<file path="config.mk">
export PLATFORM = sky130hd
export DESIGN_NAME = double_buffered_sync_serial_port
export DESIGN_NICKNAME = d
export VERILOG_FILES = /design/src/hw/serial_port_pkg.sv /design/src/hw/edge_sampler.sv /design/src/hw/double_buffered_sync_serial_port.sv
export SDC_FILE = /design/constraint.sdc
export NUM_CORES = 1
export LEC_CHECK = 0
export ABC_AREA = 1
export ABC_CLOCK_PERIOD_IN_PS = 1800
export BUFFER_PORTS_ARGS = -buffer_cell sky130_fd_sc_hd__buf_2
export CAP_MARGIN = 10
export CORE_MARGIN = 2
export CORE_UTILIZATION = 25
export CTS_CLUSTER_DIAMETER = 50
export DETAILED_ROUTE_END_ITERATION = 6
export HOLD_SLACK_MARGIN = 0.08
export SKIP_LAST_GASP = 1
export SLEW_MARGIN = 20
export SYNTH_ARGS = -nofsm -noshare
export SYNTH_HDL_FRONTEND = slang
export SYNTH_SLANG_ARGS = --single-unit
</file>
<file path="constraint.sdc">
create_clock -name sys_clk_in -period 1.8 [get_ports sys_clk_in]
set_input_delay 0.18 -clock sys_clk_in [delete_from_list [all_inputs] [get_ports sys_clk_in]]
set_output_delay 0.18 -clock sys_clk_in [all_outputs]
set_load 0.05 [all_outputs]
</file>
<file path="src/hw/serial_port_pkg.sv">
// constants shared by the serial port design files
package serial_port_pkg;
    localparam int DATA_W      = 16;
    localparam int CNT_W       = 5;
    localparam logic [CNT_W-1:0] WORD_BITS = 5'h10;
    localparam logic [CNT_W-1:0] BYTE_BITS = 5'h08;
    localparam logic [CNT_W-1:0] CNT_ONE   = 5'h01;
    localparam logic [CNT_W-1:0] CNT_ZERO  = 5'h00;
    // data address map
    localparam logic [15:0] TX_HOLD_ADDR = 16'h0000;
    localparam logic [15:0] RX_HOLD_ADDR = 16'h0001;
    // tx_sync_source position inside status_word_one
    localparam int STATUS_SRC_POS = 2;
    // reset values
    localparam logic WIDTH_RESET = 1'b0;
    localparam logic SRC_RESET   = 1'b0;
    localparam logic REQ_RESET   = 1'b1;
    localparam logic [DATA_W-1:0] HOLD_RESET = 16'h0000;
    // pin indices into the sampled pin vector
    localparam int PIN_TXCLK = 0;
    localparam int PIN_TXFS  = 1;
    localparam int PIN_RXCLK = 2;
    localparam int PIN_RXFS  = 3;
    localparam int PIN_RXD   = 4;
    localparam int PIN_N     = 5;
endpackage : serial_port_pkg

</file>
<file path="src/hw/edge_sampler.sv">
// two-flop synchroniser with edge detection for one pin
`timescale 1ns/100ps
module edge_sampler (
    input  wire logic sys_clk_in,
    input  wire logic reset_in,
    input  wire logic pin_in,
    output wire logic level_out,
    output wire logic rise_out,
    output wire logic fall_out
);
    logic meta_q;
    logic sync_q;
    logic prev_q;

    always_ff @(posedge sys_clk_in) begin
        if (reset_in) begin
            meta_q <= 1'b0;
            sync_q <= 1'b0;
            prev_q <= 1'b0;
        end else begin
            meta_q <= pin_in;
            sync_q <= meta_q;
            prev_q <= sync_q;
        end
    end

    assign level_out = sync_q;
    assign rise_out  = sync_q & ~prev_q;
    assign fall_out  = ~sync_q & prev_q;
endmodule : edge_sampler

</file>
<file path="src/hw/double_buffered_sync_serial_port.sv">
// double-buffered synchronous serial port with holding registers at data addresses 0 and 1
`timescale 1ns/100ps
// What this block does
// - transmit and receive are separate logic, each with own clock and sync
// - bits leave on rising transmit clock, enter on falling receive clock
// - words go most significant bit first both ways
// - width select 0 moves 16-bit words, 1 moves 8-bit bytes
// - byte width uses only the low eight bits both ways
// - transmit holding register copied to shifter at each word start
// - full receive shifter copied to receive holding register
// - transfers start on frame sync unless continuous without sync
// - done interrupts on the next rising bit clock after the last bit
// - receive holding register keeps the old word until completion or a write to address 1
// - several writes before a load: only the last one is sent
// - reset clears sync source, floats data out, aborts transfers
// - reset clears width select, selecting 16-bit words
// - width select changes only by the set-width instruction
// - sync source 0 makes transmit sync an input, 1 drives pulses
// - sync source written by status-load, set and clear instructions
// - sync required 1 needs a sync per word, 0 runs without
// - sync required set and cleared by its own two instructions
// - transmit holding at address 0, receive holding at address 1
// - block-move reads of holding registers unsupported; shifters hidden
// - stopped bit clocks while idle do not disturb state
// - with driven sync, a write while idle brings a pulse on next rising clock
// - sync required and no reload: data output floats until reload
// - no sync required and no reload: last word repeats
// - byte receive moves the old low byte into the upper byte
module double_buffered_sync_serial_port #(
    parameter int ADDR_W = 16
) (
    input  wire logic                               sys_clk_in,
    input  wire logic                               reset_in,
    input  wire logic [ADDR_W-1:0]                  addr_in,
    input  wire logic                               wr_en_in,
    input  wire logic                               rd_en_in,
    input  wire logic                               block_move_instr_in,
    input  wire logic [serial_port_pkg::DATA_W-1:0] wr_data_in,
    output wire logic [serial_port_pkg::DATA_W-1:0] rd_data_out,
    input  wire logic                               set_width_instr_in,
    input  wire logic                               width_value_in,
    input  wire logic                               load_status_one_instr_in,
    input  wire logic [serial_port_pkg::DATA_W-1:0] status_word_one_in,
    input  wire logic                               set_sync_source_instr_in,
    input  wire logic                               clear_sync_source_instr_in,
    input  wire logic                               require_sync_instr_in,
    input  wire logic                               drop_sync_instr_in,
    input  wire logic                               tx_bit_clock_in,
    input  wire logic                               tx_frame_sync_in,
    output wire logic                               tx_frame_sync_out,
    output wire logic                               tx_frame_sync_oe_n_out,
    output wire logic                               tx_serial_out,
    output wire logic                               tx_serial_oe_n_out,
    input  wire logic                               rx_bit_clock_in,
    input  wire logic                               rx_frame_sync_in,
    input  wire logic                               rx_serial_in,
    output wire logic                               tx_done_irq_out,
    output wire logic                               rx_done_irq_out,
    output wire logic                               byte_width_select_out,
    output wire logic                               tx_sync_source_out,
    output wire logic                               sync_required_out
);
    import serial_port_pkg::*;

    typedef enum logic {TX_IDLE, TX_SHIFT} tx_state_t;
    typedef enum logic [1:0] {RX_IDLE, RX_ARMED, RX_SHIFT} rx_state_t;

    // pin sampling
    wire logic [PIN_N-1:0] pin_raw;
    wire logic [PIN_N-1:0] pin_lvl;
    wire logic [PIN_N-1:0] pin_rise;
    wire logic [PIN_N-1:0] pin_fall;

    assign pin_raw = {rx_serial_in, rx_frame_sync_in, rx_bit_clock_in,
                      tx_frame_sync_in, tx_bit_clock_in};

    genvar gi;
    generate
        for (gi = 0; gi < PIN_N; gi++) begin : g_pin
            edge_sampler u_sampler (
                .sys_clk_in (sys_clk_in),
                .reset_in   (reset_in),
                .pin_in     (pin_raw[gi]),
                .level_out  (pin_lvl[gi]),
                .rise_out   (pin_rise[gi]),
                .fall_out   (pin_fall[gi])
            );
        end
    endgenerate

    // mode bits
    logic width_sel_q;
    logic width_sel_d;
    logic sync_src_q;
    logic sync_src_d;
    logic sync_req_q;
    logic sync_req_d;

    assign width_sel_d = set_width_instr_in ? width_value_in : width_sel_q;
    assign sync_src_d = load_status_one_instr_in   ? status_word_one_in[STATUS_SRC_POS] :
                        set_sync_source_instr_in   ? 1'b1 :
                        clear_sync_source_instr_in ? 1'b0 : sync_src_q;
    assign sync_req_d = require_sync_instr_in ? 1'b1 :
                        drop_sync_instr_in    ? 1'b0 : sync_req_q;

    always_ff @(posedge sys_clk_in) begin
        if (reset_in) begin
            width_sel_q <= WIDTH_RESET;
            sync_src_q  <= SRC_RESET;
            sync_req_q  <= REQ_RESET;
        end else begin
            width_sel_q <= width_sel_d;
            sync_src_q  <= sync_src_d;
            sync_req_q  <= sync_req_d;
        end
    end

    // word length for the current width
    wire logic [CNT_W-1:0] word_len;
    assign word_len = width_sel_q ? BYTE_BITS : WORD_BITS;

    // data-memory access
    wire logic              sel_tx;
    wire logic              sel_rx;
    wire logic              wr_tx;
    wire logic              wr_rx;
    wire logic              rd_ok;
    wire logic [DATA_W-1:0] rd_data_d;
    logic      [DATA_W-1:0] rd_data_q;
    logic      [DATA_W-1:0] tx_hold_q;
    logic      [DATA_W-1:0] rx_hold_q;

    assign sel_tx    = addr_in == ADDR_W'(TX_HOLD_ADDR);
    assign sel_rx    = addr_in == ADDR_W'(RX_HOLD_ADDR);
    assign wr_tx     = wr_en_in & sel_tx;
    assign wr_rx     = wr_en_in & sel_rx;
    assign rd_ok     = rd_en_in & ~block_move_instr_in;
    assign rd_data_d = (rd_ok & sel_tx) ? tx_hold_q :
                       (rd_ok & sel_rx) ? rx_hold_q : '0;

    always_ff @(posedge sys_clk_in) begin
        if (reset_in) begin
            rd_data_q <= '0;
        end else begin
            rd_data_q <= rd_data_d;
        end
    end

    // transmit path
    tx_state_t         tx_state_q;
    logic [DATA_W-1:0] tx_shift_q;
    logic [CNT_W-1:0]  tx_cnt_q;
    logic              tx_full_q;
    logic              tx_fs_q;
    logic              tx_fs_seen_q;
    logic              tx_oe_n_q;
    logic              fs_oe_n_q;
    logic              tx_irq_q;

    wire logic              tx_rise;
    wire logic              tx_fall;
    wire logic              tx_fs_level;
    wire logic              tx_last;
    wire logic              tx_load;
    wire logic              tx_end;
    wire logic              tx_shift_en;
    wire logic              tx_fs_set;
    wire logic [DATA_W-1:0] tx_load_word;

    assign tx_rise      = pin_rise[PIN_TXCLK];
    assign tx_fall      = pin_fall[PIN_TXCLK];
    assign tx_fs_level  = sync_src_q ? tx_fs_q : pin_lvl[PIN_TXFS];
    assign tx_last      = tx_cnt_q == CNT_ZERO;
    // start on a seen sync, or reload at once when no sync is required
    assign tx_load      = tx_rise & ((tx_state_q == TX_IDLE & tx_fs_seen_q) |
                          (tx_state_q == TX_SHIFT & tx_last & (~sync_req_q | tx_fs_seen_q)));
    assign tx_end       = tx_rise & (tx_state_q == TX_SHIFT) & tx_last;
    assign tx_shift_en  = tx_rise & (tx_state_q == TX_SHIFT) & ~tx_last;
    // pulse after a write while idle, or during the final bit when a write is pending and sync is required
    assign tx_fs_set    = sync_src_q & tx_rise & tx_full_q & ~tx_fs_q &
                          ((tx_state_q == TX_IDLE) |
                           (tx_state_q == TX_SHIFT & sync_req_q & tx_cnt_q == CNT_ONE));
    assign tx_load_word = width_sel_q ? {tx_hold_q[7:0], 8'h00} : tx_hold_q;

    always_ff @(posedge sys_clk_in) begin
        if (reset_in) begin
            tx_hold_q <= HOLD_RESET;
        end else if (wr_tx) begin
            tx_hold_q <= wr_data_in;
        end
    end

    always_ff @(posedge sys_clk_in) begin
        if (reset_in) begin
            tx_state_q <= TX_IDLE;
            tx_shift_q <= '0;
            tx_cnt_q   <= CNT_ZERO;
        end else if (tx_load) begin
            tx_state_q <= TX_SHIFT;
            tx_shift_q <= tx_load_word;
            tx_cnt_q   <= word_len - CNT_ONE;
        end else if (tx_shift_en) begin
            tx_shift_q <= {tx_shift_q[DATA_W-2:0], 1'b0};
            tx_cnt_q   <= tx_cnt_q - CNT_ONE;
        end else if (tx_end) begin
            tx_state_q <= TX_IDLE;
        end
    end

    always_ff @(posedge sys_clk_in) begin
        if (reset_in) begin
            tx_full_q <= 1'b0;
        end else begin
            tx_full_q <= wr_tx | (tx_full_q & ~tx_load);
        end
    end

    always_ff @(posedge sys_clk_in) begin
        if (reset_in) begin
            tx_fs_q      <= 1'b0;
            tx_fs_seen_q <= 1'b0;
        end else begin
            if (tx_fs_set) begin
                tx_fs_q <= 1'b1;
            end else if (tx_rise | ~sync_src_q) begin
                tx_fs_q <= 1'b0;
            end
            if (tx_fall) begin
                tx_fs_seen_q <= tx_fs_level;
            end
        end
    end

    always_ff @(posedge sys_clk_in) begin
        if (reset_in) begin
            tx_oe_n_q  <= 1'b1;
            fs_oe_n_q  <= 1'b1;
            tx_irq_q   <= 1'b0;
        end else begin
            if (tx_load) begin
                tx_oe_n_q <= 1'b0;
            end else if (tx_end) begin
                tx_oe_n_q <= 1'b1;
            end
            fs_oe_n_q  <= ~sync_src_d;
            tx_irq_q   <= tx_end;
        end
    end

    // receive path
    rx_state_t         rx_state_q;
    logic [DATA_W-1:0] rx_shift_q;
    logic [CNT_W-1:0]  rx_cnt_q;
    logic              rx_pend_q;
    logic              rx_irq_q;

    wire logic              rx_fall;
    wire logic              rx_rise;
    wire logic              rx_fs_level;
    wire logic              rx_cap;
    wire logic              rx_done;
    wire logic [DATA_W-1:0] rx_cap_word;
    wire logic [DATA_W-1:0] rx_new_hold;

    assign rx_fall     = pin_fall[PIN_RXCLK];
    assign rx_rise     = pin_rise[PIN_RXCLK];
    assign rx_fs_level = pin_lvl[PIN_RXFS];
    assign rx_cap      = rx_fall & (rx_state_q != RX_IDLE);
    assign rx_done     = rx_fall & (rx_state_q == RX_SHIFT) & (rx_cnt_q == CNT_ONE);
    assign rx_cap_word = {rx_shift_q[DATA_W-2:0], pin_lvl[PIN_RXD]};
    assign rx_new_hold = width_sel_q ? {rx_hold_q[7:0], rx_cap_word[7:0]} : rx_cap_word;

    always_ff @(posedge sys_clk_in) begin
        if (reset_in) begin
            rx_state_q <= RX_IDLE;
            rx_shift_q <= '0;
            rx_cnt_q   <= CNT_ZERO;
        end else if (rx_fall) begin
            if (rx_cap) begin
                rx_shift_q <= rx_cap_word;
            end
            unique case (rx_state_q)
                RX_IDLE: begin
                    if (rx_fs_level) begin
                        rx_state_q <= RX_ARMED;
                    end
                end
                RX_ARMED: begin
                    rx_state_q <= RX_SHIFT;
                    rx_cnt_q   <= word_len - CNT_ONE;
                end
                RX_SHIFT: begin
                    rx_cnt_q <= rx_cnt_q - CNT_ONE;
                    if (rx_done) begin
                        rx_state_q <= (~sync_req_q | rx_fs_level) ? RX_ARMED : RX_IDLE;
                    end
                end
                default: begin
                    rx_state_q <= RX_IDLE;
                end
            endcase
        end
    end

    always_ff @(posedge sys_clk_in) begin
        if (reset_in) begin
            rx_hold_q <= HOLD_RESET;
        end else if (rx_done) begin
            rx_hold_q <= rx_new_hold;
        end else if (wr_rx) begin
            rx_hold_q <= wr_data_in;
        end
    end

    // done held until the next rising receive clock; a new done wins over clear
    always_ff @(posedge sys_clk_in) begin
        if (reset_in) begin
            rx_pend_q <= 1'b0;
            rx_irq_q  <= 1'b0;
        end else begin
            rx_pend_q <= rx_done | (rx_pend_q & ~rx_rise);
            rx_irq_q  <= rx_pend_q & rx_rise;
        end
    end

    assign rd_data_out            = rd_data_q;
    assign tx_frame_sync_out      = tx_fs_q;
    assign tx_frame_sync_oe_n_out = fs_oe_n_q;
    assign tx_serial_out          = tx_shift_q[DATA_W-1];
    assign tx_serial_oe_n_out     = tx_oe_n_q;
    assign tx_done_irq_out        = tx_irq_q;
    assign rx_done_irq_out        = rx_irq_q;
    assign byte_width_select_out  = width_sel_q;
    assign tx_sync_source_out     = sync_src_q;
    assign sync_required_out      = sync_req_q;
endmodule : double_buffered_sync_serial_port

</file>
Word-level counts from Yosys, hierarchy flattened

Cells that the tools add are included.

Bitwise logic cells: 48
Reduce and logical (&&, ||, !) cells: 14
Add/subtract/negate cells: 3
Equality and inequality tests: 8
Multiplexer cells: 27

Operators by type and width:

| kind                                              | number |
|---|---|
| 2-to-1 mux 16 bit                                 | 8 |
| bitwise AND 1 bit                                 | 28 |
| == test 16 x 1 -> 1 bit (second input constant)   | 1 |
| logical NOT 16 bit                                | 1 |
| 2-to-1 mux 5 bit                                  | 3 |
| subtractor 5 x 1 -> 5 bit (second input constant) | 3 |
| NOT 1 bit                                         | 13 |
| 2-to-1 mux 1 bit                                  | 12 |
| nonzero test 2 bit                                | 6 |
| == test 5 x 1 -> 1 bit (second input constant)    | 2 |
| one-hot mux 5 bit (2 select lines)                | 1 |
| OR 1 bit                                          | 7 |
| one-hot mux 2 bit (3 select lines)                | 1 |
| AND reduction 2 bit                               | 3 |
| logical NOT 5 bit                                 | 1 |
| 2-to-1 mux 2 bit                                  | 2 |
| != test 2 bit (second input constant)             | 2 |
| AND reduction 3 bit                               | 1 |
| == test 2 x 1 -> 1 bit (second input constant)    | 1 |
| == test 2 bit (second input constant)             | 1 |
| logical NOT 2 bit                                 | 1 |
| != test 2 x 1 -> 1 bit (second input constant)    | 1 |
| OR reduction 2 bit                                | 1 |

Flip-flop bits (word level): 115
Logic and storage cells: 132
Output and inout bits: 25

Depth between registers and ports, before layout

Gate-level depths: netlist (run 1).

Depth after elaboration: 8
Depth in mapped cells: 11
Depth with buffers taken out: 9

Hierarchy

Synthesis (run 1) repeated with hierarchy kept, for this count alone.

Cell total of the unflattened synthesis: 768
Area, all modules: 5,554.1 sq um

Modules (own cells, without submodules):

| module                           | area each (sq um) | cells each | seq. area each (sq um) | instances |
|---|---|---|---|---|
| double_buffered_sync_serial_port | 5,084.9           | 708        | 2,062.0                | 1 |
| edge_sampler                     | 93.8              | 12         | 60.1                   | 5 |

Worst setup path after synthesis (run 1)

No wires, ideal clock.

Kind: register to register
From: reg sync_req_q (netlist: sync_required_out)
To: reg tx_shift_q[15]
Path buffers: 1
Period minus slack after synthesis: 1.641 ns
Path slack: 0.159 ns
Library setup time: 0.111 ns
Stages on the path, launching flop included: 10
Data required time: 1.689 ns
Data arrival time: 1.530 ns
Cell sequence: dfxtp_1 -> inv_1 -> nand2_1 -> nand2_1 -> nand3_1 -> nand2_2 -> buf_6 -> or2_1 -> nand3_1 -> inv_1

Longest elaborated chain between the ends: 6
Elaborated cells between the ends (all ways): 7
Classes of those cells: 1 x mux; 5 x bitwise; 1 x reduce/logical

Ends and longest elaborated chain:

| element                                                 | line                                    | text |
|---|---|---|
| from (decl)                                             | double_buffered_sync_serial_port.sv:96  | `logic sync_req_q;` |
| from (signal assigned)                                  | double_buffered_sync_serial_port.sv:114 | `sync_req_q <= sync_req_d;` |
| NOT 1 bit (*)                                           | double_buffered_sync_serial_port.sv:176 | `(tx_state_q == TX_SHIFT & tx_last & (~sync_req_q \| tx_fs_seen_q)));` |
| OR 1 bit (*)                                            | double_buffered_sync_serial_port.sv:176 |  |
| bitwise AND 1 bit (*)                                   | double_buffered_sync_serial_port.sv:176 |  |
| OR 1 bit (*)                                            | double_buffered_sync_serial_port.sv:175 | `assign tx_load = tx_rise & ((tx_state_q == TX_IDLE & tx_fs_seen_q) \|` |
| bitwise AND 1 bit (*)                                   | double_buffered_sync_serial_port.sv:175 |  |
| 2-to-1 mux 16 bit or nonzero test 2 bit (tied branches) | --                                      |  |
| to (signal assigned)                                    | double_buffered_sync_serial_port.sv:200 | `tx_shift_q <= tx_load_word;` |
| to (signal assigned)                                    | double_buffered_sync_serial_port.sv:203 | `tx_shift_q <= {tx_shift_q[DATA_W-2:0], 1'b0};` |
| to (decl)                                               | double_buffered_sync_serial_port.sv:151 | `logic [DATA_W-1:0] tx_shift_q;` |

Mark *: on every way between the ends. The rest lies on a longest branch, timed or not.
A chain may end at the register's enable or synchronous reset.

Worst setup path in the final report (run 1)

From: reg rx_state_q[0]
To: reg rx_hold_q[2]

Longest elaborated chain between the ends: 4
Elaborated cells between the ends (all ways): 5
Classes of those cells: 1 x eq/ne; 1 x mux; 2 x bitwise; 1 x reduce/logical

Ends and longest elaborated chain:

| element                                                 | line                                    | text |
|---|---|---|
| from (decl)                                             | double_buffered_sync_serial_port.sv:251 | `rx_state_t rx_state_q;` |
| from (signal assigned)                                  | double_buffered_sync_serial_port.sv:295 | `rx_state_q <= (~sync_req_q \| rx_fs_level) ? RX_ARMED : RX_IDLE;` |
| == test 2 bit (*)                                       | double_buffered_sync_serial_port.sv:269 | `assign rx_done = rx_fall & (rx_state_q == RX_SHIFT) & (rx_cnt_q == CNT_ONE);` |
| bitwise AND 1 bit (*) (2 in a row)                      | double_buffered_sync_serial_port.sv:269 |  |
| 2-to-1 mux 16 bit or nonzero test 2 bit (tied branches) | --                                      |  |
| to (signal assigned)                                    | double_buffered_sync_serial_port.sv:309 | `rx_hold_q <= rx_new_hold;` |
| to (signal assigned)                                    | double_buffered_sync_serial_port.sv:311 | `rx_hold_q <= wr_data_in;` |
| to (decl)                                               | double_buffered_sync_serial_port.sv:131 | `logic [DATA_W-1:0] rx_hold_q;` |

Marks and branches as above.

==> impl_metrics.ini, run 1 <==
[clock_tree]
cts-htree-levels = 4
numCtsBuffers = 17
clock-sinks = 115
clk_pin_slew_worst_paths_ns = 0.06
clockBufferDepth = 2
cts_root_buffer = clkbuf_16
cts_setup_buffers = 0
cts_tree = built
clkLatencyLatePin_ns = 0.41

[sta]
rsz0062_at_grt = yes
hold_viol_final = 0
min_period_ns = 1.64
timing.fmax_mhz = 610
relSlewSlack = 0.776
finalCritPeriodShare = 0.911
final_max_slew_viol_count = 0
skew_ns = 0.00982
worst_pin_slew_ns = 0.336
setup_tns_ns = 0
setup_viol = 0
hold_slack_ns = 0.0959

[synth]
ys.flop_type = dfxtp_1
yosysWarnings = 0
avgSynthCellArea_um2 = 7.22
synth-xor-area-share = 0.00165
syn_nets = 811
synth.top_cell.area_share = 0.433
synth_fa_ha_area_frac = 0.0212
ys_ff_latch = 115
synth-simple-area-share = 0.281
syn_area_mm2 = 0.00532
synth.distinct_cells = 33
synth_top_family_by_area = simple AND/OR/NAND/NOR gates
ys_seq_area_frac = 0.433
synth.area.mux_share = 0
synth_top_area_cell = dfxtp_1
synth-edff-count = 0
synth-compound-area-share = 0.155
synth_area_leaders = dfxtp_1, a21oi_1, nand2_1
synth_cells = 737
async_flop_share = 0

[floorplan]
core.rowCount = 53
coreArea_mm2 = 0.0210
die-area_mm2 = 0.0225
initial_utilization = 0.254
io_pins = 90
die_h_um = 150
die_w_um = 150

[global_routing]
grt_pass1_wl_um = 22800
grt_start_max_net_pins = 62
grt_pass1_vias = 4604
overflow = 0
antenna_found_initial = 0
grt.total_usage = 0.130

[power]
p_per_area_mw_per_mm2 = 911
ir_worst_vdd_uv = 614
power.leakage_nw = 2.90

[worst_setup_path]
critPathSlowestCell = dfxtp_1
cpMostUsedCell = nand2_1
cp.required_ns = 2.11
worst-path-buf-inv = 2
r2r_cells = 10
path_class = register to register
regToRegSetupSlack_ns = 0.16
cp-start-kind = register
path_cells = inv_1 -> ha_4 -> nand2_1 -> nor2_1 -> nand2_1 -> buf_12 -> nand2_1 -> o21ai_0 -> a21oi_1 -> nor2_1
worstReg2RegEnd = rx_hold_q[2]$_SDFFE_PP0P_
endpoint_kind = register
crit_path_max_incr_delay_ns = 0.33
cp.arrival_ns = 1.95
r2r_start = rx_state_q[0]$_SDFFE_PP0P_
crit_fanout = 47
critPathTopFamily = simple AND/OR/NAND/NOR gates

[layout]
final_nets = 896
layout-drive-gt1-share = 0.175
stdcell_count = 1110
fill_cells = 2261
fin_util = 0.325
area.growth.synth_to_final_pct = 28.2
num_antenna_cells = 0

[drt]
ant_nets = 0
drt_iter0_markers = 310
wl_per_cell_um = 12.7
wl_um = 14100
via_count = 4932
drc = 0
viasPerCell = 4.44
firstDrtPassIters = 5

[min_path]
hold_end = tx_hold_q[2]$_SDFFE_PP0P_
hold_class = primary input to register
holdPathStages = 3
worstHoldStart = wr_data_in[2]

[status]
status = complete, no violations

[placed_design]
placed_cells = 1057
hpwlAfterDp_um = 9480
gp_congestion = 0.808
portBuffers = 74

[flow_run]
maxCapViolCount = 0
## tightest hold or removal path: cells and delay by family
kind | cells | cell delay [ns]
compound gates | 1 | 0.06
buf+inv | 1 | 0.11
simple gates | 1 | 0.10
## layout make-up
type / instances / area, µm² / area share
clock buffers: 18 / 429 / 0.0629
clock inverters: 14 / 155 / 0.0227
inverters: 92 / 345 / 0.0506
multi-input cells: 485 / 2470 / 0.362
flip-flops and latches: 115 / 2300 / 0.338
well taps: 275 / 344 / 0.0504
repair buffers: 111 / 776 / 0.114
## cell usage after synthesis, types with 2 or more instances
master / instances
a21oi_1: 90
buf_1: 2
buf_2: 17
buf_6: 5
clkbuf_1: 20
dfxtp_1: 115
ha_1: 9
inv_1: 91
nand2_1: 112
nand2_2: 5
nand3_1: 53
nand3_4: 3
nand4_1: 40
nor2_1: 77
nor2_4: 4
nor3_1: 6
nor4_1: 2
o21ai_0: 64
or2_1: 2
or2_2: 7
## placed cells by master, fill, tap and decap left out, types with 10 or more instances in the layout
| cell | n |
|---|---|
| o21ai_0 | 64 |
| clkbuf_16 | 17 |
| dfxtp_1 | 115 |
| nand3_1 | 53 |
| a21oi_1 | 90 |
| dlygate4sd3_1 | 21 |
| nand4_1 | 40 |
| nand2_1 | 112 |
| buf_2 | 74 |
| nor2_1 | 76 |
| inv_1 | 91 |
| buf_4 | 10 |
## power breakdown
part | leakage, nW | switching [mW] | internal (mW)
clock | 0.270 | 1.27 | 2.05
combinational | 1.70 | 0.185 | 0.125
sequential | 0.929 | 0.00983 | 2.57
## through the flow
stage / area [µm²] / setup WS, ns / power (mW)
after CTS: 6800 / 0.0896 / 6.28
after floorplan: 5320 / 0.159 / 2.78
after global placement: 6000 / 0.135 / 2.90
after global routing: 6820 / -0.00196 / 6.43
after detailed placement: 6000 / 0.0988 / 2.91
final: 6820 / 0.160 / 6.21
## kinds of logic (layout without fill, tap and decap cells)
family | after synthesis | after routing
buffers and inverters | 137 | 235
XOR/XNOR | 1 | 1
adder cells (fa/ha/maj) | 9 | 9
flip-flops | 115 | 115
AND/OR/NAND/NOR | 315 | 315
AO/OA/AOI/OAI | 160 | 160
## worst max path at each step
stage | start | to | slack [ns] | cells past startpoint
2_1_floorplan | sync_required_out$_SDFFE_PP1P_ | tx_shift_q[15]$_SDFFE_PP0P_ | 0.16 | 9
3_3_place_gp | rx_state_q[0]$_SDFFE_PP0P_ | rx_hold_q[2]$_SDFFE_PP0P_ | 0.13 | 10
3_5_place_dp | rx_state_q[0]$_SDFFE_PP0P_ | rx_hold_q[2]$_SDFFE_PP0P_ | 0.1 | 10
4_1_cts | rx_state_q[0]$_SDFFE_PP0P_ | rx_hold_q[2]$_SDFFE_PP0P_ | 0.09 | 10
5_1_grt | rx_state_q[0]$_SDFFE_PP0P_ | rx_hold_q[2]$_SDFFE_PP0P_ | -0.002 | 10
6_report | rx_state_q[0]$_SDFFE_PP0P_ | rx_hold_q[2]$_SDFFE_PP0P_ | 0.16 | 10
## registers in the layout, indices dropped and copies added, names as in the netlist, 15 cells and up
signal,cells
rd_data_out,16
tx_shift_q,16
tx_hold_q,16
rx_hold_q,16
rx_shift_q,15
## metal layers
| layer | GRT usage | part of all wire |
|---|---|---|
| met4 | 0.0505 | 0.022 |
| met2 | 0.210 | 0.45 |
| met3 | 0.0296 | 0.055 |
| met1 | 0.168 | 0.47 |
| met5 | 0 | 0 |
## repair_timing
item                                    in CTS  in global routing
hold buffers                                21                  0
endpoints found under the hold margin       19                  0
gates resized for setup                      0                  5
endpoints found under the setup margin       0                 22
Note: power is estimated with default switching activity, not from simulation.
==> inputs of run 2 (changes only) <==
ABC_CLOCK_PERIOD_IN_PS = 2009   (was 1800)
clock period = 2.01 ns   (was 1.8 ns; I/O delays follow)
==> impl_metrics.ini, run 2 (synthesis gave the netlist of run 1 again) <==
[worst_setup_path]
crit_fanout = 17
cp.arrival_ns = 2.09
path_class = register to register
endpoint_kind = register
r2r_cells = 8
cp.required_ns = 2.35
cp-start-kind = register

[sta]
worst_pin_slew_ns = 0.486
min_period_ns = 1.75
hold_viol_final = 0
final_max_slew_viol_count = 0
skew_ns = 0.00844
relSlewSlack = 0.675
setup_tns_ns = 0
finalCritPeriodShare = 0.871
rsz0062_at_grt = no
setup_viol = 0
timing.fmax_mhz = 571

[drt]
firstDrtPassIters = 5
wl_um = 13900
via_count = 4921
viasPerCell = 4.46
wl_per_cell_um = 12.6
drt_iter0_markers = 325
drc = 0
ant_nets = 0

[flow_run]
maxCapViolCount = 0

[power]
p_per_area_mw_per_mm2 = 839
power.leakage_nw = 2.86
ir_worst_vdd_uv = 565

[min_path]
holdPathStages = 3
hold_class = primary input to register

[placed_design]
placed_cells = 1055
portBuffers = 74
hpwlAfterDp_um = 9350
gp_congestion = 0.789

[floorplan]
core.rowCount = 53
io_pins = 90
die-area_mm2 = 0.0225
coreArea_mm2 = 0.0210
initial_utilization = 0.254
die_w_um = 150
die_h_um = 150

[clock_tree]
clock-sinks = 115
cts_root_buffer = clkbuf_16
cts-htree-levels = 4
clkLatencyLatePin_ns = 0.41
cts_resized = 0
clk_pin_slew_worst_paths_ns = 0.05
cts_tree = built
numCtsBuffers = 17
clockBufferDepth = 2

[layout]
area.growth.synth_to_final_pct = 26.2
layout.cells.most_common_list = dfxtp_1, nand2_1, inv_1, a21oi_1, nor2_1
num_antenna_cells = 0
final_nets = 891
stdcell_count = 1104
layout_commonest_cell = dfxtp_1
layout-drive-gt1-share = 0.172

[global_routing]
antenna_found_initial = 0
grt_pass1_wl_um = 22800
grt_start_max_net_pins = 66
grt_pass1_vias = 4601
grt.total_usage = 0.129
overflow = 0

[status]
status = complete, no violations
==> run 2: changes by cell type in the layout (fill, tap and decap cells not counted), sizes merged <==
| cell | delta |
|---|---|
| dlygate4sd3 | -3 |
| buf | -2 |
| inv | -2 |
| bufinv | +1 |
==> run 2: through the flow <==
step / hold slack, ns / instance area (µm²) / total power [mW] / utilization / setup slack [ns]
6_report: 0.0815 / 6720 / 5.64 / 0.320 / 0.258
5_1_grt: 0.0826 / 6720 / 5.82 / 0.320 / 0.0653
4_1_cts: 0.0865 / 6720 / 5.69 / 0.320 / 0.242
3_5_place_dp: 0.392 / 5940 / 2.59 / 0.283 / 0.277
3_3_place_gp: 0.390 / 5940 / 2.59 / 0.283 / 0.302
2_1_floorplan: 0.304 / 5320 / 2.49 / - / 0.369
==> run 2: area by class of cell <==
type,count,area (µm²)
Inverter,92,345
Multi-Input combinational cell,485,2440
Fill cell,2255,14200
Tap cell,275,344
Timing Repair Buffer,106,681
Clock buffer,18,439
Clock inverter,13,160
Sequential cell,115,2300
==> run 2: report_power, final <==
part / leakage [nW] / internal (mW) / switching [mW]
Sequential: 0.929 / 2.30 / 0.00936
Clock: 0.280 / 1.97 / 1.09
Combinational: 1.65 / 0.102 / 0.161
Total: 2.86 / 4.37 / 1.26
==> run 2: repair_timing <==
action | in CTS | in global routing
hold buffers | 18 | 0
endpoints found under the hold margin | 16 | 0
buffers inserted | 0 | 0
==> run 2: worst max-delay path: stages (launching register included) <==
cell     delay [ns]
dfxtp_1        0.33
inv_1          0.11
ha_1           0.24
inv_1          0.12
nor2_1         0.13
nand3_2        0.36
nand3_1        0.21
nand2_1        0.07
nor2_1         0.11
==> run 2: worst paths after layout <==
path                            slack, ns                                       to                                 start
worst max-delay path                 0.26               rx_hold_q[15]$_SDFFE_PP0P_            rx_state_q[0]$_SDFFE_PP0P_
worst min-delay path                 0.08               tx_hold_q[15]$_SDFFE_PP0P_                        wr_data_in[15]
worst max register to register       0.26               rx_hold_q[15]$_SDFFE_PP0P_            rx_state_q[0]$_SDFFE_PP0P_
worst min register to register       0.39  g_pin[0].u_sampler.level_out$_SDFF_PP0_  g_pin[0].u_sampler.meta_q$_SDFF_PP0_
==> run 2: layer usage <==
layer / wire length [µm] / GRT usage
met5: 0 / 0
met4: 286 / 0.0495
met3: 705 / 0.0320
met2: 6270 / 0.204
met1: 6680 / 0.169
